[src/hw/slsm_params.svh]
/*
 * Constants of the safety link state controller: register offsets,
 * field positions and timing figures.
 * Assumes a 250 MHz pclk and an APB register bus with 32-bit data.
 */
`ifndef SLSM_PARAMS_SVH
`define SLSM_PARAMS_SVH

// Clock period in picoseconds
`define SLSM_CLK_PS 4000
// Device watchdog and acknowledgement time, in ms
`define SLSM_WD_MS 50
`define SLSM_DAT_MS 50
// Cycles in one millisecond
`define SLSM_CYC_PER_MS (1000000000 / `SLSM_CLK_PS)
// Cycle counts derived from the times above
`define SLSM_WD_CYC (`SLSM_WD_MS * `SLSM_CYC_PER_MS)
`define SLSM_DAT_CYC (`SLSM_DAT_MS * `SLSM_CYC_PER_MS)

// Register byte offsets
`define SLSM_CTRL_ADDR 12'h000
`define SLSM_STAT_ADDR 12'h004
`define SLSM_IRQ_ADDR 12'h008
`define SLSM_MASK_ADDR 12'h00C
`define SLSM_KICK_ADDR 12'h010

// Control bits
`define SLSM_CTRL_REBOOT 0
`define SLSM_CTRL_FATAL 1
`define SLSM_CTRL_SFERR 2
`define SLSM_CTRL_PEND 3
`define SLSM_CTRL_MODERR 4
`define SLSM_CTRL_TOOL 5
`define SLSM_CTRL_MOTOR 6
`define SLSM_CTRL_W 7

// Interrupt bits
`define SLSM_IRQ_STATE 0
`define SLSM_IRQ_WD 1
`define SLSM_IRQ_DAT 2
`define SLSM_IRQ_W 3

// Status word layout
`define SLSM_STAT_STATE_LSB 0
`define SLSM_STAT_OAREQ 4
`define SLSM_STAT_FV 5

`endif

[src/hw/slsm_pkg.sv]
/*
 * Types of the safety link state controller.
 * Assumes nothing of its surroundings.
 */
package slsm_pkg;

  // Operating states
  typedef enum logic [2:0]
  {
    SLSM_STARTUP,
    SLSM_OPER,
    SLSM_PASS,
    SLSM_PASS_CMD,
    SLSM_PASS_REINT,
    SLSM_ACK_REQ,
    SLSM_FAILSAFE,
    SLSM_CONFIG
  } slsm_state_e;

endpackage

[src/hw/slsm_sync.sv]
/*
 * Three-flop input synchroniser with agreement filter.
 * Assumes an asynchronous input and a single pclk domain.
 */
`timescale 1ns/1ps
`default_nettype none

module slsm_sync #(
  parameter int WIDTH = 1
) (
  // Clock and reset
  input wire logic pclk,
  input wire logic presetn,
  // Raw and filtered levels
  input wire logic [WIDTH-1:0] din,
  output logic [WIDTH-1:0] dout
);

  logic [WIDTH-1:0] s1;
  logic [WIDTH-1:0] s2;
  logic [WIDTH-1:0] s3;
  wire [WIDTH-1:0] agree = ~(s2 ^ s3);
  wire [WIDTH-1:0] next_dout = (agree & s3) | (~agree & dout);

  // Shift chain; output moves only once two stages agree
  always_ff @(posedge pclk or negedge presetn)
  begin
    if (!presetn)
    begin
      s1 <= '0;
      s2 <= '0;
      s3 <= '0;
      dout <= '0;
    end
    else
    begin
      s1 <= din;
      s2 <= s1;
      s3 <= s2;
      dout <= next_dout;
    end
  end

endmodule

`default_nettype wire

[src/hw/slsm_top.sv]
/*
 * Operating-state controller of a safety functions module acting as
 * the device end of a safety fieldbus connection, with device watchdog,
 * acknowledgement timer and an APB register file.
 * Assumes host commands and link faults arrive as asynchronous levels;
 * software gives self-test, error and tool status over APB.
 */
// Register access over APB and the address map were decided locally.
// Summary of operation
// RL1: Acknowledge edge, no errors: go Operational
// RL2: Fail-value command while awaiting ack: command passivation
// RL3: Command cleared with ack request: await acknowledge (here never taken; a pending ack goes to reintegration)
// RL4: Fatal self-test error in command passivation: Fail-safe
// RL5: Power cycle or reboot: back to Start-up
// RL6: Command cleared, no module error: Operational
// RL7: Reintegration plus link fault: plain passivation
// RL8: Reintegration plus fail-value command: command passivation
// RL9: Acknowledge edge with errors: reintegration
// RL10: Command cleared with errors: reintegration
// RL11: Motor stopped and tool connects: Configuration (here not taken from Fail-safe)
// RL12: Configuration leaves only to Start-up
// RL13: Internal watchdog bounds delay at 50 ms
// RL14: Frame processed within 50 ms acknowledgement
// RL15: Host watchdog exceeds minimum watchdog time
// RL16: Host watchdog about 30% above cycle
// RL17: Operational plus link fault: plain passivation
// RL18: Operational plus safety-function problem: reintegration
// RL19: One state; fatal error has top priority (here a reboot wins over it, and Configuration ignores it)
`timescale 1ns/1ps
`default_nettype none
`include "slsm_params.svh"

module slsm_top #(
  parameter int WD_CYC = `SLSM_WD_CYC,
  parameter int DAT_CYC = `SLSM_DAT_CYC
) (
  // APB clock and reset
  input wire logic pclk,
  input wire logic presetn,
  // APB slave
  input wire logic psel,
  input wire logic penable,
  input wire logic pwrite,
  input wire logic [11:0] paddr,
  input wire logic [31:0] pwdata,
  output logic [31:0] prdata,
  output logic pready,
  output logic pslverr,
  // Host command levels and link events (asynchronous)
  input wire logic oa_cmd,
  input wire logic fv_cmd,
  input wire logic link_fault,
  input wire logic frame_rx,
  // Status to the host and system
  output logic [2:0] state,
  output logic oa_req,
  output logic frame_tx,
  output logic irq
);

  ////////////////////////////////////////////////////////////////////////
  // Input synchronisers
  logic [3:0] sync_q;
  slsm_sync #(.WIDTH(4)) u_sync (
    .pclk(pclk),
    .presetn(presetn),
    .din({frame_rx, link_fault, fv_cmd, oa_cmd}),
    .dout(sync_q)
  );
  wire oa_s = sync_q[0];
  wire fv_s = sync_q[1];
  wire fault_s = sync_q[2];
  wire frame_s = sync_q[3];
  logic oa_d;
  logic frame_d;
  wire oa_rise = oa_s & ~oa_d;
  wire frame_rise = frame_s & ~frame_d;

  ////////////////////////////////////////////////////////////////////////
  // Registers
  logic [`SLSM_CTRL_W-1:0] ctrl;
  logic [`SLSM_IRQ_W-1:0] irq_stat;
  logic [`SLSM_IRQ_W-1:0] irq_mask;
  slsm_pkg::slsm_state_e cur;
  slsm_pkg::slsm_state_e next_cur;
  logic [31:0] wd_cnt;
  logic [31:0] dat_cnt;
  logic dat_busy;

  // Bus decode
  wire acc = psel & penable;
  wire wr = acc & pwrite;
  wire hit_ctrl = paddr == `SLSM_CTRL_ADDR;
  wire hit_stat = paddr == `SLSM_STAT_ADDR;
  wire hit_irq = paddr == `SLSM_IRQ_ADDR;
  wire hit_mask = paddr == `SLSM_MASK_ADDR;
  wire hit_kick = paddr == `SLSM_KICK_ADDR;
  wire mapped = hit_ctrl | hit_stat | hit_irq | hit_mask | hit_kick;
  wire kick = wr & hit_kick;
  wire reboot = wr & hit_ctrl & pwdata[`SLSM_CTRL_REBOOT];

  // Software-given conditions
  wire fatal = ctrl[`SLSM_CTRL_FATAL];
  wire sf_err = ctrl[`SLSM_CTRL_SFERR];
  wire pend = ctrl[`SLSM_CTRL_PEND];
  wire mod_err = ctrl[`SLSM_CTRL_MODERR];
  wire tool = ctrl[`SLSM_CTRL_TOOL];
  wire motor = ctrl[`SLSM_CTRL_MOTOR];
  wire errs = sf_err | pend;

  // Watchdog and acknowledgement timer expiry
  wire wd_exp = wd_cnt == 32'(WD_CYC - 1); // RL13
  wire dat_exp = dat_busy & (dat_cnt == 32'(DAT_CYC - 1)); // RL14
  wire comm_fault = fault_s | wd_exp;

  ////////////////////////////////////////////////////////////////////////
  // Next-state logic
  always_comb
  begin
    next_cur = cur;
    case (cur)
      slsm_pkg::SLSM_STARTUP:
        if (comm_fault)
          next_cur = slsm_pkg::SLSM_PASS;
        else
          next_cur = slsm_pkg::SLSM_PASS_CMD;
      slsm_pkg::SLSM_OPER:
        if (comm_fault)
          next_cur = slsm_pkg::SLSM_PASS; // RL17
        else if (fv_s)
          next_cur = slsm_pkg::SLSM_PASS_CMD;
        else if (sf_err)
          next_cur = slsm_pkg::SLSM_PASS_REINT; // RL18
      slsm_pkg::SLSM_PASS:
        if (!comm_fault && !mod_err)
          next_cur = fv_s ? slsm_pkg::SLSM_PASS_CMD
                          : slsm_pkg::SLSM_ACK_REQ;
      slsm_pkg::SLSM_PASS_CMD:
        if (comm_fault)
          next_cur = slsm_pkg::SLSM_PASS;
        else if (!fv_s && errs)
          next_cur = slsm_pkg::SLSM_PASS_REINT; // RL10
        else if (!fv_s && oa_req)
          next_cur = slsm_pkg::SLSM_ACK_REQ; // RL3
        else if (!fv_s && !mod_err)
          next_cur = slsm_pkg::SLSM_OPER; // RL6
      slsm_pkg::SLSM_PASS_REINT:
        if (comm_fault)
          next_cur = slsm_pkg::SLSM_PASS; // RL7
        else if (fv_s)
          next_cur = slsm_pkg::SLSM_PASS_CMD; // RL8
        else if (!errs)
          next_cur = slsm_pkg::SLSM_OPER;
      slsm_pkg::SLSM_ACK_REQ:
        if (comm_fault)
          next_cur = slsm_pkg::SLSM_PASS;
        else if (fv_s)
          next_cur = slsm_pkg::SLSM_PASS_CMD; // RL2
        else if (oa_rise && errs)
          next_cur = slsm_pkg::SLSM_PASS_REINT; // RL9
        else if (oa_rise)
          next_cur = slsm_pkg::SLSM_OPER; // RL1
      slsm_pkg::SLSM_FAILSAFE:
        next_cur = cur;
      slsm_pkg::SLSM_CONFIG:
        next_cur = cur; // RL12
      default:
        next_cur = slsm_pkg::SLSM_STARTUP;
    endcase
    // Tool connection only while the motor stands still
    if (tool && !motor && cur != slsm_pkg::SLSM_FAILSAFE)
      next_cur = slsm_pkg::SLSM_CONFIG; // RL11
    // Fatal errors override every other move except a reboot, outside Configuration
    if (fatal && cur != slsm_pkg::SLSM_CONFIG)
      next_cur = slsm_pkg::SLSM_FAILSAFE; // RL4 RL19
    // Reboot from any state
    if (reboot)
      next_cur = slsm_pkg::SLSM_STARTUP; // RL5 RL12
  end

  // Acknowledge request raised while command passivation is left pending
  wire next_oa_req = (next_cur == slsm_pkg::SLSM_ACK_REQ) |
                     (cur == slsm_pkg::SLSM_PASS_CMD & ~fv_s & ~mod_err &
                      pend);

  // State and edge registers
  always_ff @(posedge pclk or negedge presetn)
  begin
    if (!presetn)
    begin
      cur <= slsm_pkg::SLSM_STARTUP;
      oa_d <= 1'b0;
      frame_d <= 1'b0;
      oa_req <= 1'b0;
      state <= 3'h0;
    end
    else
    begin
      cur <= next_cur;
      oa_d <= oa_s;
      frame_d <= frame_s;
      oa_req <= next_oa_req;
      state <= next_cur;
    end
  end

  ////////////////////////////////////////////////////////////////////////
  // Device watchdog: restarted by each received frame
  wire wd_run = cur != slsm_pkg::SLSM_STARTUP &&
                cur != slsm_pkg::SLSM_CONFIG &&
                cur != slsm_pkg::SLSM_FAILSAFE;
  always_ff @(posedge pclk or negedge presetn)
  begin
    if (!presetn)
      wd_cnt <= 32'h0;
    else if (frame_rise || !wd_run || wd_exp)
      wd_cnt <= 32'h0; // RL13
    else
      wd_cnt <= wd_cnt + 32'h1;
  end

  // Acknowledgement timer: a frame must be answered within the budget
  always_ff @(posedge pclk or negedge presetn)
  begin
    if (!presetn)
    begin
      dat_busy <= 1'b0;
      dat_cnt <= 32'h0;
      frame_tx <= 1'b0;
    end
    else
    begin
      frame_tx <= 1'b0;
      // A frame arriving while one is still open does not push the answer out
      if (frame_rise && !dat_busy)
      begin
        dat_busy <= 1'b1;
        dat_cnt <= 32'h0;
      end
      else if (dat_busy && (kick || dat_exp))
      begin
        dat_busy <= 1'b0;
        frame_tx <= 1'b1; // RL14
      end
      else if (dat_busy)
        dat_cnt <= dat_cnt + 32'h1;
    end
  end

  ////////////////////////////////////////////////////////////////////////
  // Interrupt events, sticky; set wins over clear
  wire [`SLSM_IRQ_W-1:0] ev = {dat_exp, wd_exp, next_cur != cur};
  wire [`SLSM_IRQ_W-1:0] clr = (wr & hit_irq) ?
                               pwdata[`SLSM_IRQ_W-1:0] : '0;

  // Register writes and interrupt state
  always_ff @(posedge pclk or negedge presetn)
  begin
    if (!presetn)
    begin
      ctrl <= '0;
      irq_stat <= '0;
      irq_mask <= '0;
      irq <= 1'b0;
    end
    else
    begin
      if (wr && hit_ctrl)
        ctrl <= {pwdata[`SLSM_CTRL_W-1:1], 1'b0};
      if (wr && hit_mask)
        irq_mask <= pwdata[`SLSM_IRQ_W-1:0];
      irq_stat <= (irq_stat & ~clr) | ev;
      irq <= |(((irq_stat & ~clr) | ev) & irq_mask);
    end
  end

  // Read data
  wire [31:0] stat_word = {26'h0, fv_s, oa_req, 1'b0, state};
  wire [31:0] rd_mux = hit_ctrl ? {25'h0, ctrl} :
                       hit_stat ? stat_word :
                       hit_irq ? {29'h0, irq_stat} :
                       hit_mask ? {29'h0, irq_mask} : 32'h0;

  // APB answer in the first cycle of the access phase, one cycle after setup
  always_ff @(posedge pclk or negedge presetn)
  begin
    if (!presetn)
    begin
      prdata <= 32'h0;
      pready <= 1'b0;
      pslverr <= 1'b0;
    end
    else
    begin
      pready <= psel & ~penable;
      pslverr <= psel & ~penable & ~mapped;
      prdata <= (psel & ~penable & ~pwrite) ? rd_mux : 32'h0;
    end
  end
endmodule

`default_nettype wire
[config.mk]
export PLATFORM = sky130hd
export DESIGN_NAME = slsm_top
export DESIGN_NICKNAME = d
export VERILOG_FILES = /design/src/hw/slsm_pkg.sv /design/src/hw/slsm_sync.sv /design/src/hw/slsm_top.sv
export VERILOG_INCLUDE_DIRS = /design/src /design/src/hw
export SDC_FILE = /design/constraint.sdc
export NUM_CORES = 1
export LEC_CHECK = 0
export BUFFER_PORTS_ARGS = -buffer_cell sky130_fd_sc_hd__buf_4
export CAP_MARGIN = 20
export CORE_UTILIZATION = 54
export DETAILED_ROUTE_END_ITERATION = 8
export PLACE_DENSITY = 0.82
export SLEW_MARGIN = 15
export SYNTH_ARGS = -nofsm -noshare
export SYNTH_HDL_FRONTEND = slang
export SYNTH_HIERARCHICAL = 1
export SYNTH_SLANG_ARGS = --single-unit
[constraint.sdc]
create_clock -name pclk -period 3.2 [get_ports pclk]
set_input_delay 0.32 -clock pclk [delete_from_list [all_inputs] [get_ports pclk]]
set_output_delay 0.32 -clock pclk [all_outputs]
set_load 0.005 [all_outputs]
* Word level (Yosys, flattened, before mapping)
Cells that the tools add are included.
** Storage, ports and cells
- Memories :: 0
- Logic and storage cells :: 144
- RAM bits :: 0
- Flip-flop bits (word level) :: 110
- Output and inout port bits :: 40
- Bits in latches :: 0
- ROM bits :: 0
** Operators by class
- Multipliers :: 0
- Divide/modulo/power cells :: 0
- Add/subtract/negate cells :: 2
- Reductions and logical operators :: 31
- Shifts and indexed selects :: 0
- Bitwise gates (word level) :: 39
- Equal/unequal tests :: 18
- Mux-type cells :: 35
- Order comparisons :: 0
** Operators with widths (number)
- 32-bit 2-to-1 mux :: 4
- 3-bit 2-to-1 mux :: 22
- 32-bit by 1-bit adder with 32-bit output, second input constant :: 2
- 32-bit by 24-bit == test with 1-bit output, second input constant :: 2
- 12-bit by 4-bit == test with 1-bit output, second input constant :: 2
- 3-bit one-hot mux with 7 select lines :: 1
- 1-bit bitwise AND :: 15
- 3-bit == test, second input constant :: 5
- 1-bit logical AND :: 14
- 7-bit 2-to-1 mux :: 2
- 12-bit by 3-bit == test with 1-bit output, second input constant :: 1
- 12-bit by 5-bit == test with 1-bit output, second input constant :: 1
- 12-bit zero test :: 1
- 4-bit bitwise AND :: 2
- 4-bit NOT :: 2
- 1-bit NOT :: 7
- 1-bit bitwise OR :: 7
- 3-bit bitwise AND :: 2
- 3-bit by 2-bit == test with 1-bit output, second input constant :: 2
- 1-bit zero test :: 6
- 6-bit 2-to-1 mux :: 1
- 3-bit != test, second input constant :: 2
- 1-bit 2-to-1 mux :: 5
- 4-bit bitwise OR :: 1
- 13 further kinds :: 16

* Longest topological paths before layout
Gate-level depths: netlist of run 1.
- Depth after elaboration :: 14
- Mapped depth :: 9

* By module
The synthesis of run 1 kept the hierarchy.
** Modules (own cells, without submodules)
- slsm_top :: cells each 508, times used 1, area an instance 4884.7 µm²
- slsm_sync :: cells each 20, times used 1, area an instance 445.4 µm²

* Worst setup path before layout of run 1
No wires, ideal clock.
- Kind :: register to register
- From :: register dat_cnt[0]
- To :: register dat_cnt[21]
- Buffers on the path :: 1
- Required time :: 3.122 ns
- Arrival time :: 2.319 ns
- Setup slack :: 0.803 ns
- Cell stages (with the launch flop) :: 10
- Period minus slack after synthesis :: 2.397 ns
- Cell sequence :: dfrtp_1 > ha_1 > and4_1 > nand4_1 > o32a_2 > nand3_4 > or4_1 > buf_2 > or3_1 > a21oi_1
** Between the ends
- Longest elaborated chain between the ends :: 6
- Elaborated cells on any way between the ends :: 10
- Those cells by class :: 1 x add/sub; 2 x eq/ne; 3 x mux; 1 x bitwise; 3 x reduce/logical
** RTL lines
- start, declared :: RTL line slsm_top.sv:87 : logic [31:0] dat_cnt;
- start signal, assigned :: RTL line slsm_top.sv:246 : dat_cnt <= dat_cnt + 32'h1;
- parallel branches: the longest is 6 deep, another holds 32-bit by 1-bit adder with 32-bit output
Parallel ways; which one is timed is not known. The select of a mux whose other input is x is not followed.
A chain may end at the register's enable or synchronous reset.

* Worst setup path after layout of run 1
- From :: register dat_cnt[0]
- To :: register dat_cnt[31]
Same word-level chain as after synthesis.

==> impl_metrics.xml, run 1 <==
<?xml version="1.0" encoding="UTF-8"?>
<metrics>
  <group name="cells_and_area">
    <metric name="post-route-util" unit="%">62.2</metric>
    <metric name="final_common_cell" unit="">sky130_fd_sc_hd__dfrtp_1</metric>
    <metric name="regArea" unit="um2">2750</metric>
    <metric name="nNetsFinal" unit="">622</metric>
    <metric name="final_layout_size_suffix_gt1_share" unit="%">14.2</metric>
    <metric name="antennaDiodeCount" unit="">0</metric>
    <metric name="multi_input_comb_area" unit="um2">2360</metric>
    <metric name="area_delta_synth_final" unit="%">9.93</metric>
    <metric name="fill_cell_instance_count_of_the_final_layout" unit="">758</metric>
    <metric name="top_library_cells_by_usage_in_the_layout_fill_and_taps_aside" unit="">sky130_fd_sc_hd__dfrtp_1, sky130_fd_sc_hd__nor2_1, sky130_fd_sc_hd__buf_4</metric>
  </group>
  <group name="sta">
    <metric name="transition_time_at_the_pin_with_the_least_slew_margin" unit="ps">845</metric>
    <metric name="relSlewSlack" unit="%">43.7</metric>
    <metric name="clock_skew" unit="ps">22.3</metric>
    <metric name="hold_viol_final" unit="">0</metric>
    <metric name="setup_viol" unit="">0</metric>
    <metric name="post-route-worst-setup-slack" unit="ps">494</metric>
    <metric name="grt_setup_unrepaired" unit="">no</metric>
    <metric name="fin_setup_tns" unit="ps">0</metric>
    <metric name="timing.final.crit_share" unit="%">84.6</metric>
    <metric name="finalMaxSlewViolations" unit="">0</metric>
    <metric name="highest_clock_rate" unit="MHz">370</metric>
    <metric name="finalHoldWorstSlack" unit="ps">29.4</metric>
    <metric name="final_period_minus_worst_setup_slack" unit="ps">2710</metric>
  </group>
  <group name="power_and_ir_drop">
    <metric name="sequentialPowerShare" unit="%">54.9</metric>
    <metric name="total_switching_power" unit="W">0.000915</metric>
    <metric name="total_power" unit="W">0.00293</metric>
    <metric name="combinationalPowerShare" unit="%">18.1</metric>
    <metric name="power.ir.vdd_worst" unit="mV">0.311</metric>
    <metric name="net_sw_share" unit="%">31.2</metric>
    <metric name="intPower" unit="W">0.00201</metric>
    <metric name="power_frac_clock" unit="%">27.0</metric>
    <metric name="powerDensity" unit="nW/um2">500</metric>
    <metric name="power.static_leakage" unit="nW">2.64</metric>
  </group>
  <group name="routing">
    <metric name="detail-route-antenna-nets" unit="">0</metric>
    <metric name="number_of_drc_violations_after_detailed_routing_iteration_0" unit="">294</metric>
    <metric name="via_count" unit="">3938</metric>
    <metric name="dr.pass1.iters" unit="">5</metric>
    <metric name="met1Wirelength" unit="mm">4.60</metric>
    <metric name="route.met3.wl" unit="um">483</metric>
    <metric name="highest-signal-layer" unit="">met4</metric>
    <metric name="routed_wirelength" unit="mm">10.1</metric>
    <metric name="wl_met2" unit="mm">4.87</metric>
    <metric name="route.detailed.drc" unit="">0</metric>
    <metric name="vias_per_cell" unit="">5.62</metric>
    <metric name="wl_per_cell" unit="um">14.4</metric>
  </group>
  <group name="die">
    <metric name="core_area" unit="um2">9420</metric>
    <metric name="rows" unit="">35</metric>
    <metric name="die-width" unit="um">101</metric>
    <metric name="initial_core_util" unit="%">56.6</metric>
    <metric name="design.die.area" unit="um2">10300</metric>
    <metric name="ioPinCount" unit="">93</metric>
    <metric name="die_height" unit="um">101</metric>
  </group>
  <group name="yosys">
    <metric name="syn_area_per_cell" unit="um2">10.1</metric>
    <metric name="ys_dominant_reg_cell" unit="">sky130_fd_sc_hd__dfrtp_1</metric>
    <metric name="netlist.area_leader.share" unit="%">51.6</metric>
    <metric name="post_synth_inst_count" unit="">528</metric>
    <metric name="ys_types" unit="">53</metric>
    <metric name="synth_top_area_cell" unit="">sky130_fd_sc_hd__dfrtp_1</metric>
    <metric name="synth-async-reset-ratio" unit="%">100</metric>
    <metric name="ys_warn_count" unit="">6</metric>
    <metric name="share_of_the_yosys_chip_area_belonging_to_registers" unit="%">51.6</metric>
    <metric name="synth.ff_latch_count" unit="">110</metric>
    <metric name="netlist_top_cells_area" unit="">sky130_fd_sc_hd__dfrtp_1, sky130_fd_sc_hd__xor2_1, sky130_fd_sc_hd__nor2_1</metric>
    <metric name="synth_enable_flop_cells" unit="">0</metric>
    <metric name="area_of_the_mapped_netlist" unit="um2">5330</metric>
  </group>
  <group name="global_routing">
    <metric name="first_pass_grt_wire_length" unit="mm">17.4</metric>
    <metric name="grt_max_degree" unit="">68</metric>
    <metric name="grt_pass1_vias" unit="">3847</metric>
    <metric name="initial_antenna_violation_count" unit="">0</metric>
    <metric name="globalRoute.totalOverflow" unit="">0</metric>
    <metric name="gr-usage-all-layers" unit="%">21.6</metric>
  </group>
  <group name="clock_network">
    <metric name="holdBufCountCts" unit="">0</metric>
    <metric name="root_buffer" unit="">sky130_fd_sc_hd__clkbuf_8</metric>
    <metric name="path_clk_slew" unit="ps">120</metric>
    <metric name="numClockSinks" unit="">110</metric>
    <metric name="cts_max_path_buffers" unit="">2</metric>
    <metric name="post_cts_resized" unit="">0</metric>
    <metric name="post-cts-setup-buffer-count" unit="">0</metric>
    <metric name="tritoncts" unit="">done</metric>
    <metric name="htree_levels" unit="">3</metric>
    <metric name="clk_latency" unit="ps">380</metric>
    <metric name="cts-buffers-inserted" unit="">9</metric>
  </group>
  <group name="place">
    <metric name="place_ws" unit="ps">507</metric>
    <metric name="dp_hpwl" unit="mm">7.06</metric>
    <metric name="placement.io_buffers" unit="">42</metric>
    <metric name="gp_congestion" unit="">0.795</metric>
  </group>
  <group name="critical_path">
    <metric name="reg2reg_slack" unit="ps">490</metric>
    <metric name="critical_path.top_delay_family" unit="">simple AND/OR/NAND/NOR gates</metric>
    <metric name="critical_path.n_buffers_inverters" unit="">0</metric>
    <metric name="worst_r2r_path_depth" unit="">8</metric>
    <metric name="rr_startpoint" unit="">dat_cnt[0]$_DFFE_PN0P_</metric>
    <metric name="worstPathRequired" unit="ps">3520</metric>
    <metric name="path_cells" unit="">ha_1 &gt; and4_1 &gt; nand4_1 &gt; o32a_2 &gt; nand3_4 &gt; or4_1 &gt; or3_1 &gt; a21oi_1</metric>
    <metric name="stage_delay_of_the_slowest_cell_on_the_critical_path" unit="ps">670</metric>
    <metric name="arrival" unit="ps">3030</metric>
    <metric name="crit_path_start_kind" unit="">register</metric>
    <metric name="worst_setup_path_startpoint" unit="">dat_cnt[0]$_DFFE_PN0P_</metric>
    <metric name="worstSetupEndpointType" unit="">register</metric>
    <metric name="worst-path-max-fanout" unit="">8</metric>
    <metric name="crit_slowest_cell" unit="">sky130_fd_sc_hd__or4_1</metric>
    <metric name="regToRegEndpoint" unit="">dat_cnt[31]$_DFFE_PN0P_</metric>
    <metric name="timing_worst_setup_path_type" unit="">register to register</metric>
  </group>
  <group name="job">
    <metric name="cap_viol_max_count" unit="">0</metric>
  </group>
  <group name="status">
    <metric name="status" unit="">finished, final reports clean</metric>
  </group>
  <group name="min_path">
    <metric name="worst_hold_path_type" unit="">input port to asynchronous set/reset pin</metric>
  </group>
</metrics>
[worst register-to-register path: stages (launching register included)]
cell	delay, ps
sky130_fd_sc_hd__dfrtp_1	440
sky130_fd_sc_hd__ha_1	250
sky130_fd_sc_hd__and4_1	230
sky130_fd_sc_hd__nand4_1	130
sky130_fd_sc_hd__o32a_2	230
sky130_fd_sc_hd__nand3_4	130
sky130_fd_sc_hd__or4_1	670
sky130_fd_sc_hd__or3_1	410
sky130_fd_sc_hd__a21oi_1	140
[per-stage QoR]
stage,cells,cell area [um2]
floorplan,552,5420
global placement,685,5680
detailed placement,685,5680
CTS,701,5860
global route,701,5860
finish,701,5860
[sequential cells by signal, indices dropped and copies added, names as in the netlist, 3 cells and up, named ones only]
| register | flops |
|---|---|
| wd_cnt | 32 |
| u_sync/s1 | 4 |
| dat_cnt | 32 |
| u_sync/s3 | 4 |
| irq_mask | 3 |
| irq_stat | 3 |
| cur | 3 |
| prdata | 7 |
| u_sync/s2 | 4 |
| ctrl | 6 |
[worst max path at each step]
stage / endpoint / slack (ps) / cells past startpoint
final: dat_cnt[31]$_DFFE_PN0P_ / 490 / 8
after global routing: dat_cnt[31]$_DFFE_PN0P_ / 360 / 8
after CTS: dat_cnt[31]$_DFFE_PN0P_ / 490 / 8
after detailed placement: dat_cnt[31]$_DFFE_PN0P_ / 510 / 8
after global placement: dat_cnt[21]$_DFFE_PN0P_ / 650 / 8
after floorplan: dat_cnt[21]$_DFFE_PN0P_ / 800 / 9
[cells by family after synthesis]
kind of cell / Yosys count / share of synthesized area, %
DFF: 110 / 51.6
muxes: 10 / 2.07
other: 1 / 0.0704
buffers and inverters: 53 / 5.68
adders and majority gates: 6 / 1.31
and+or+nand+nor: 239 / 23.8
xor gates and xnor gates: 52 / 8.54
AOI/OAI and AO/OA: 57 / 6.88
[metal layers]
metal,up-vias,global-route usage [%]
met5,-,0
met4,0,7.47
li1,1875,-
met3,12,4.83
met1,1937,28.5
met2,114,35.4
[cell usage after synthesis (3+ instances only)]
library cell,number
sky130_fd_sc_hd__nor4_1,9
sky130_fd_sc_hd__or3_1,11
sky130_fd_sc_hd__inv_1,11
sky130_fd_sc_hd__o21ai_0,18
sky130_fd_sc_hd__maj3_2,4
sky130_fd_sc_hd__nand4_1,12
sky130_fd_sc_hd__and2_1,7
sky130_fd_sc_hd__or4_1,3
sky130_fd_sc_hd__nor4b_1,4
sky130_fd_sc_hd__clkbuf_1,12
sky130_fd_sc_hd__xnor2_1,16
sky130_fd_sc_hd__mux2_2,8
sky130_fd_sc_hd__dfrtp_1,110
sky130_fd_sc_hd__nor3b_1,3
sky130_fd_sc_hd__nor2_1,66
sky130_fd_sc_hd__a21oi_1,14
sky130_fd_sc_hd__nand2b_1,5
sky130_fd_sc_hd__buf_4,25
sky130_fd_sc_hd__a221oi_1,4
sky130_fd_sc_hd__nor3_1,10
sky130_fd_sc_hd__o21a_1,3
sky130_fd_sc_hd__nand2_1,32
sky130_fd_sc_hd__a22oi_1,4
sky130_fd_sc_hd__and3_1,13
sky130_fd_sc_hd__nor2b_1,5
sky130_fd_sc_hd__nand3_1,39
sky130_fd_sc_hd__and4_1,10
sky130_fd_sc_hd__xor2_1,36
[power groups by stage]
stage | Clock [W] | Sequential, W | Combinational (W)
final | 0.000790 | 0.00161 | 0.000530
after floorplan | 0 | 0.00157 | 0.000422
after global placement | 0 | 0.00162 | 0.000512
after CTS | 0.000808 | 0.00160 | 0.000533
after detailed placement | 0 | 0.00163 | 0.000528
after global routing | 0.000857 | 0.00162 | 0.000597
[area by class of cell]
class	instances	area share (%)
Clock buffer	10	2.35
Clock inverter	6	0.747
Tap cell	129	2.75
Inverter	11	0.705
Timing Repair Buffer	46	6.11
Multi-Input combinational cell	389	40.4
Sequential cell	110	47.0
Note: power is estimated with default switching activity, not from simulation.
==> inputs of run 2 (changes only) <==
--- a/config.mk
+++ b/config.mk
@@ -6,9 +6,10 @@
 export SDC_FILE = /design/constraint.sdc
 export NUM_CORES = 1
 export LEC_CHECK = 0
+export ABC_AREA = 1
 export BUFFER_PORTS_ARGS = -buffer_cell sky130_fd_sc_hd__buf_4
 export CAP_MARGIN = 20
-export CORE_UTILIZATION = 54
+export CORE_UTILIZATION = 52
 export DETAILED_ROUTE_END_ITERATION = 8
 export PLACE_DENSITY = 0.82
 export SLEW_MARGIN = 15
==> constraint.sdc (replaced) <==
create_clock -name pclk -period 2.4 [get_ports pclk]
set_input_delay 0.24 -clock pclk [delete_from_list [all_inputs] [get_ports pclk]]
set_output_delay 0.24 -clock pclk [all_outputs]
set_load 0.005 [all_outputs]
==> impl_metrics.xml, run 2 <==
<?xml version="1.0" encoding="UTF-8"?>
<metrics>
  <group name="clock_network">
    <metric name="root_buffer" unit="">sky130_fd_sc_hd__clkbuf_16</metric>
    <metric name="post-cts-setup-buffer-count" unit="">0</metric>
    <metric name="htree_levels" unit="">3</metric>
    <metric name="clk_latency" unit="ps">360</metric>
    <metric name="post_cts_resized" unit="">0</metric>
    <metric name="numClockSinks" unit="">110</metric>
    <metric name="path_clk_slew" unit="ps">70</metric>
    <metric name="cts-buffers-inserted" unit="">9</metric>
    <metric name="tritoncts" unit="">done</metric>
    <metric name="cts_max_path_buffers" unit="">2</metric>
    <metric name="holdBufCountCts" unit="">5</metric>
  </group>
  <group name="yosys">
    <metric name="yosys.cell_count.top_type" unit="">sky130_fd_sc_hd__nand2_1</metric>
    <metric name="ys_types" unit="">44</metric>
    <metric name="synth-async-reset-ratio" unit="%">100</metric>
    <metric name="netlist.area_leader.share" unit="%">43.3</metric>
    <metric name="area_of_the_mapped_netlist" unit="um2">6360</metric>
    <metric name="netlist_top_cells_area" unit="">sky130_fd_sc_hd__dfrtp_1, sky130_fd_sc_hd__nand2_1, sky130_fd_sc_hd__nor2_1</metric>
    <metric name="share_of_the_yosys_chip_area_belonging_to_registers" unit="%">43.3</metric>
    <metric name="ys_top_cells_by_count" unit="">sky130_fd_sc_hd__nand2_1, sky130_fd_sc_hd__nor2_1, sky130_fd_sc_hd__dfrtp_1</metric>
    <metric name="syn_area_per_cell" unit="um2">7.57</metric>
    <metric name="ys_warn_count" unit="">6</metric>
    <metric name="ys_dominant_reg_cell" unit="">sky130_fd_sc_hd__dfrtp_1</metric>
    <metric name="synth_top_area_cell" unit="">sky130_fd_sc_hd__dfrtp_1</metric>
    <metric name="synth_enable_flop_cells" unit="">0</metric>
    <metric name="synth.ff_latch_count" unit="">110</metric>
    <metric name="post_synth_inst_count" unit="">840</metric>
  </group>
  <group name="critical_path">
    <metric name="worst_r2r_path_depth" unit="">8</metric>
    <metric name="timing_worst_setup_path_type" unit="">register to register</metric>
    <metric name="reg2reg_slack" unit="ps">300</metric>
    <metric name="rr_startpoint" unit="">dat_cnt[0]$_DFFE_PN0P_</metric>
    <metric name="stage_delay_of_the_slowest_cell_on_the_critical_path" unit="ps">470</metric>
    <metric name="regToRegEndpoint" unit="">dat_cnt[12]$_DFFE_PN0P_</metric>
    <metric name="worstSetupEndpointType" unit="">register</metric>
    <metric name="worst-path-max-fanout" unit="">35</metric>
    <metric name="crit_path_start_kind" unit="">register</metric>
    <metric name="path_cells" unit="">ha_1 &gt; nand3_4 &gt; nor4_2 &gt; nand4_1 &gt; nand3_2 &gt; nand2_4 &gt; nand2_1 &gt; o21ai_2</metric>
    <metric name="worstPathRequired" unit="ps">2640</metric>
    <metric name="crit_slowest_cell" unit="">sky130_fd_sc_hd__dfrtp_1</metric>
    <metric name="arrival" unit="ps">2340</metric>
  </group>
  <group name="die">
    <metric name="rows" unit="">40</metric>
    <metric name="initial_core_util" unit="%">53.2</metric>
    <metric name="die_height" unit="um">113</metric>
    <metric name="ioPinCount" unit="">93</metric>
    <metric name="die-width" unit="um">113</metric>
    <metric name="design.die.area" unit="um2">12700</metric>
    <metric name="core_area" unit="um2">12000</metric>
  </group>
  <group name="sta">
    <metric name="transition_time_at_the_pin_with_the_least_slew_margin" unit="ps">558</metric>
    <metric name="grt_setup_unrepaired" unit="">no</metric>
    <metric name="hold_viol_final" unit="">0</metric>
    <metric name="finalMaxSlewViolations" unit="">0</metric>
    <metric name="clock_skew" unit="ps">13.3</metric>
    <metric name="timing.final.crit_share" unit="%">87.5</metric>
    <metric name="relSlewSlack" unit="%">62.8</metric>
    <metric name="setup_viol" unit="">0</metric>
    <metric name="fin_setup_tns" unit="ps">0</metric>
    <metric name="highest_clock_rate" unit="MHz">476</metric>
    <metric name="final_period_minus_worst_setup_slack" unit="ps">2100</metric>
  </group>
  <group name="cells_and_area">
    <metric name="top_library_cells_by_usage_in_the_layout_fill_and_taps_aside" unit="">sky130_fd_sc_hd__nand2_1, sky130_fd_sc_hd__nor2_1, sky130_fd_sc_hd__dfrtp_1</metric>
    <metric name="nNetsFinal" unit="">943</metric>
    <metric name="largest_registers" unit="">dat_cnt (32), wd_cnt (32), prdata (7)</metric>
    <metric name="final_layout_size_suffix_gt1_share" unit="%">11.3</metric>
    <metric name="fin_cells" unit="">1040</metric>
    <metric name="antennaDiodeCount" unit="">0</metric>
    <metric name="area_delta_synth_final" unit="%">11.2</metric>
    <metric name="final_common_cell" unit="">sky130_fd_sc_hd__nand2_1</metric>
  </group>
  <group name="routing">
    <metric name="number_of_drc_violations_after_detailed_routing_iteration_0" unit="">500</metric>
    <metric name="routed_wirelength" unit="mm">13.5</metric>
    <metric name="wl_per_cell" unit="um">12.9</metric>
    <metric name="route.detailed.drc" unit="">0</metric>
    <metric name="vias_per_cell" unit="">5.27</metric>
    <metric name="detail-route-antenna-nets" unit="">0</metric>
    <metric name="dr.pass1.iters" unit="">6</metric>
    <metric name="via_count" unit="">5476</metric>
  </group>
  <group name="status">
    <metric name="status" unit="">finished, final reports clean</metric>
  </group>
  <group name="job">
    <metric name="cap_viol_max_count" unit="">0</metric>
  </group>
  <group name="global_routing">
    <metric name="grt_max_degree" unit="">46</metric>
    <metric name="first_pass_grt_wire_length" unit="mm">23.0</metric>
    <metric name="initial_antenna_violation_count" unit="">0</metric>
    <metric name="globalRoute.totalOverflow" unit="">0</metric>
    <metric name="gr-usage-all-layers" unit="%">22.6</metric>
    <metric name="grt_pass1_vias" unit="">4931</metric>
  </group>
  <group name="min_path">
    <metric name="worst_hold_path_type" unit="">input port to register</metric>
    <metric name="worst_hold_path.endpoint" unit="">pready$_DFF_PN0_</metric>
    <metric name="hp-start" unit="">penable</metric>
    <metric name="worstHoldPathCells" unit="">2</metric>
  </group>
  <group name="place">
    <metric name="gp_congestion" unit="">0.976</metric>
    <metric name="placement.io_buffers" unit="">42</metric>
    <metric name="dp_hpwl" unit="mm">9.78</metric>
    <metric name="placedCellCount" unit="">1019</metric>
  </group>
  <group name="power_and_ir_drop">
    <metric name="powerDensity" unit="nW/um2">572</metric>
    <metric name="power.ir.vdd_worst" unit="mV">0.463</metric>
    <metric name="power.static_leakage" unit="nW">3.30</metric>
  </group>
</metrics>
[run 2: how the worst max path moves through the flow]
stage                                      start                       to  slack, ps  cells after the start
after CTS                 dat_cnt[0]$_DFFE_PN0P_  dat_cnt[13]$_DFFE_PN0P_        280                      8
after detailed placement  dat_cnt[0]$_DFFE_PN0P_  dat_cnt[13]$_DFFE_PN0P_        290                      8
after floorplan           dat_cnt[0]$_DFFE_PN0P_  dat_cnt[15]$_DFFE_PN0P_        650                      9
after global placement    dat_cnt[0]$_DFFE_PN0P_  dat_cnt[13]$_DFFE_PN0P_        320                      8
final                     dat_cnt[0]$_DFFE_PN0P_  dat_cnt[12]$_DFFE_PN0P_        300                      8
after global routing      dat_cnt[0]$_DFFE_PN0P_   dat_cnt[6]$_DFFE_PN0P_        100                      8
[run 2: per-layer routing]
metal	vias to the layer above	global-route usage, %	routed length, um
li1	2760	-	-
met3	23	5.45	658
met1	2547	30.2	6200
met2	146	36.3	6370
met5	-	0	0
met4	0	7.02	234
[run 2: cells by family (layout without fill, tap and decap cells)]
family                     Yosys count  after routing  share of synthesized area, %
adders and majority gates            2              2                         0.393
and+or+nand+nor                    501            501                          35.8
muxes                                2              2                         0.354
AOI/OAI and AO/OA                   50             50                          4.64
other                                1             25                        0.0590
buffers and inverters              135            164                          10.1
xor gates and xnor gates            39             39                          5.37
DFF                                110            110                          43.3
[run 2: where the power goes]
group | switching [W] | internal (W) | leakage [nW]
Clock | 0.000698 | 0.000743 | 0.134
Sequential | 0.000137 | 0.00196 | 1.44
Combinational | 0.000306 | 0.000203 | 1.73
[run 2: area by class of cell]
type / instances / area [um2]
repair buffers: 55 / 450
fillers: 1095 / 4890
multi-input cells: 619 / 3050
flip-flops and latches: 110 / 2750
well taps: 147 / 184
clock inverters: 5 / 40.0
clock buffers: 11 / 243
inverters: 93 / 349
[run 2: critical path, delay by kind of cell (launching register included)]
kind	cells	cell delay, ps
AND/OR/NAND/NOR	6	1140
adder cells (fa/ha/maj)	1	300
AO/OA/AOI/OAI	1	60
flip-flops	1	470
[run 2: metrics by stage]
stage	cell area, um2	hold slack, ps	total power (W)	util (%)	worst slack (ps)
floorplan	6450	-55.6	0.00249	-	647
global placement	6740	273	0.00262	56.3	323
detailed placement	6740	269	0.00264	56.3	292
CTS	7070	48.3	0.00409	59.1	276
global route	7070	55.8	0.00425	59.1	99.0
finish	7070	58.4	0.00405	59.1	299
==> inputs of run 3 (changes only) <==
==> constraint.sdc (replaced) <==
create_clock -name pclk -period 2.4 [get_ports pclk]
set_input_delay 0.36 -clock pclk [delete_from_list [all_inputs] [get_ports pclk]]
set_output_delay 0.36 -clock pclk [all_outputs]
set_load 0.005 [all_outputs]
==> impl_metrics.xml, run 3 (synthesis gave the netlist of run 2 again) <==
<?xml version="1.0" encoding="UTF-8"?>
<metrics>
  <group name="power_and_ir_drop">
    <metric name="power.static_leakage" unit="nW">3.28</metric>
    <metric name="power.ir.vdd_worst" unit="mV">0.511</metric>
    <metric name="powerDensity" unit="nW/um2">576</metric>
  </group>
  <group name="global_routing">
    <metric name="grtUsageMet2" unit="%">38.2</metric>
    <metric name="met1_usage" unit="%">30.8</metric>
    <metric name="grt_pass1_vias" unit="">5246</metric>
    <metric name="globalRoute.totalOverflow" unit="">0</metric>
    <metric name="gr-max-usage-layer" unit="">met2</metric>
    <metric name="grt_max_degree" unit="">111</metric>
    <metric name="gr-usage-all-layers" unit="%">23.2</metric>
    <metric name="grt_use_met3" unit="%">5.13</metric>
    <metric name="first_pass_grt_wire_length" unit="mm">23.8</metric>
    <metric name="initial_antenna_violation_count" unit="">0</metric>
  </group>
  <group name="critical_path">
    <metric name="path_cells" unit="">ha_1 &gt; nand3_4 &gt; nor4_2 &gt; nand4_1 &gt; nand3_2 &gt; nand2_4 &gt; nand2_1 &gt; o21ai_2</metric>
    <metric name="worstSetupEndpointType" unit="">register</metric>
    <metric name="worst-path-max-fanout" unit="">35</metric>
    <metric name="regToRegEndpoint" unit="">dat_cnt[8]$_DFFE_PN0P_</metric>
    <metric name="timing_worst_setup_path_type" unit="">register to register</metric>
    <metric name="stage_delay_of_the_slowest_cell_on_the_critical_path" unit="ps">470</metric>
    <metric name="crit_path_start_kind" unit="">register</metric>
    <metric name="worst_r2r_path_depth" unit="">8</metric>
    <metric name="crit_slowest_cell" unit="">sky130_fd_sc_hd__dfrtp_1</metric>
    <metric name="arrival" unit="ps">2390</metric>
    <metric name="reg2reg_slack" unit="ps">240</metric>
    <metric name="worstPathRequired" unit="ps">2630</metric>
    <metric name="rr_startpoint" unit="">dat_cnt[0]$_DFFE_PN0P_</metric>
  </group>
  <group name="routing">
    <metric name="detail-route-antenna-nets" unit="">0</metric>
    <metric name="route.detailed.drc" unit="">0</metric>
    <metric name="routed_wirelength" unit="mm">13.5</metric>
    <metric name="dr.pass1.iters" unit="">5</metric>
    <metric name="wl_per_cell" unit="um">13.1</metric>
    <metric name="number_of_drc_violations_after_detailed_routing_iteration_0" unit="">434</metric>
    <metric name="vias_per_cell" unit="">5.27</metric>
    <metric name="via_count" unit="">5453</metric>
  </group>
  <group name="sta">
    <metric name="hold_viol_final" unit="">0</metric>
    <metric name="fin_setup_tns" unit="ps">0</metric>
    <metric name="finalHoldWorstSlack" unit="ps">33.1</metric>
    <metric name="grt_setup_unrepaired" unit="">no</metric>
    <metric name="relSlewSlack" unit="%">60.1</metric>
    <metric name="clock_skew" unit="ps">9.02</metric>
    <metric name="highest_clock_rate" unit="MHz">464</metric>
    <metric name="transition_time_at_the_pin_with_the_least_slew_margin" unit="ps">598</metric>
    <metric name="setup_viol" unit="">0</metric>
    <metric name="final_period_minus_worst_setup_slack" unit="ps">2160</metric>
    <metric name="timing.final.crit_share" unit="%">89.9</metric>
    <metric name="finalMaxSlewViolations" unit="">0</metric>
  </group>
  <group name="clock_network">
    <metric name="path_clk_slew" unit="ps">70</metric>
    <metric name="holdBufCountCts" unit="">0</metric>
    <metric name="cts-buffers-inserted" unit="">9</metric>
    <metric name="htree_levels" unit="">3</metric>
    <metric name="cts_max_path_buffers" unit="">2</metric>
    <metric name="post-cts-setup-buffer-count" unit="">0</metric>
    <metric name="clk_latency" unit="ps">360</metric>
    <metric name="numClockSinks" unit="">110</metric>
    <metric name="tritoncts" unit="">done</metric>
    <metric name="root_buffer" unit="">sky130_fd_sc_hd__clkbuf_16</metric>
    <metric name="post_cts_resized" unit="">0</metric>
  </group>
  <group name="job">
    <metric name="cap_viol_max_count" unit="">0</metric>
  </group>
  <group name="die">
    <metric name="design.die.area" unit="um2">12700</metric>
    <metric name="rows" unit="">40</metric>
    <metric name="core_area" unit="um2">12000</metric>
    <metric name="initial_core_util" unit="%">53.2</metric>
    <metric name="die-width" unit="um">113</metric>
    <metric name="die_height" unit="um">113</metric>
    <metric name="ioPinCount" unit="">93</metric>
  </group>
  <group name="cells_and_area">
    <metric name="top_library_cells_by_usage_in_the_layout_fill_and_taps_aside" unit="">sky130_fd_sc_hd__nand2_1, sky130_fd_sc_hd__nor2_1, sky130_fd_sc_hd__dfrtp_1</metric>
    <metric name="nNetsFinal" unit="">937</metric>
    <metric name="antennaDiodeCount" unit="">0</metric>
    <metric name="area_delta_synth_final" unit="%">10.3</metric>
    <metric name="final_common_cell" unit="">sky130_fd_sc_hd__nand2_1</metric>
    <metric name="final_layout_size_suffix_gt1_share" unit="%">11.3</metric>
    <metric name="multi_input_comb_area" unit="um2">3050</metric>
    <metric name="largest_registers" unit="">dat_cnt (32), wd_cnt (32), prdata (7)</metric>
    <metric name="regArea" unit="um2">2750</metric>
    <metric name="fill_cell_instance_count_of_the_final_layout" unit="">1081</metric>
  </group>
  <group name="status">
    <metric name="status" unit="">finished, final reports clean</metric>
  </group>
  <group name="min_path">
    <metric name="worst_hold_path_type" unit="">input port to asynchronous set/reset pin</metric>
  </group>
  <group name="place">
    <metric name="gp_congestion" unit="">0.997</metric>
    <metric name="dp_hpwl" unit="mm">9.71</metric>
    <metric name="placement.io_buffers" unit="">42</metric>
  </group>
</metrics>
run 3: worst max-delay path by stage:
stage / from / end / slack (ps) / depth (start not counted)
detailed placement: dat_cnt[0]$_DFFE_PN0P_ / dat_cnt[4]$_DFFE_PN0P_ / 250 / 8
global placement: dat_cnt[0]$_DFFE_PN0P_ / dat_cnt[8]$_DFFE_PN0P_ / 320 / 8
floorplan: dat_cnt[0]$_DFFE_PN0P_ / dat_cnt[15]$_DFFE_PN0P_ / 650 / 9
CTS: dat_cnt[0]$_DFFE_PN0P_ / dat_cnt[12]$_DFFE_PN0P_ / 230 / 8
global route: dat_cnt[0]$_DFFE_PN0P_ / dat_cnt[4]$_DFFE_PN0P_ / 10 / 8
finish: dat_cnt[0]$_DFFE_PN0P_ / dat_cnt[8]$_DFFE_PN0P_ / 240 / 8
run 3: stage by stage:
| stage | utilization, % | power [W] | setup WS (ps) | instances | instance area [um2] |
|---|---|---|---|---|---|
| after floorplan | - | 0.00249 | 647 | 864 | 6450 |
| after global placement | 56.3 | 0.00262 | 322 | 1018 | 6730 |
| after detailed placement | 56.3 | 0.00263 | 250 | 1018 | 6730 |
| after CTS | 58.6 | 0.00407 | 233 | 1034 | 7010 |
| after global routing | 58.6 | 0.00424 | 14.7 | 1034 | 7010 |
| final | 58.6 | 0.00404 | 243 | 1034 | 7010 |
run 3: metal layers:
| metal | wire length [um] | up-vias | part of all wire (%) |
|---|---|---|---|
| met4 | 150 | 0 | 1.1 |
| li1 | - | 2743 | - |
| met5 | 0 | - | 0 |
| met3 | 543 | 15 | 4.0 |
| met1 | 6310 | 2571 | 47 |
| met2 | 6530 | 124 | 48 |
run 3: where the power goes:
group          leakage, nW  internal, W  switching [W]
combinational         1.70     0.000196       0.000302
sequential            1.44      0.00196       0.000135
clock                0.142     0.000745       0.000699
run 3: layout make-up:
class	instances	share of cell area [%]
Clock buffer	11	3.46
Clock inverter	5	0.553
Tap cell	147	2.62
Sequential cell	110	39.2
Inverter	93	4.98
Timing Repair Buffer	49	5.60
Multi-Input combinational cell	619	43.5
run 3: critical path: cells and delay by family, from the launching register on:
family                     cells  cell delay [ps]
and+or+nand+nor                6             1200
DFF                            1              470
adders and majority gates      1              300
AOI/OAI and AO/OA              1               60
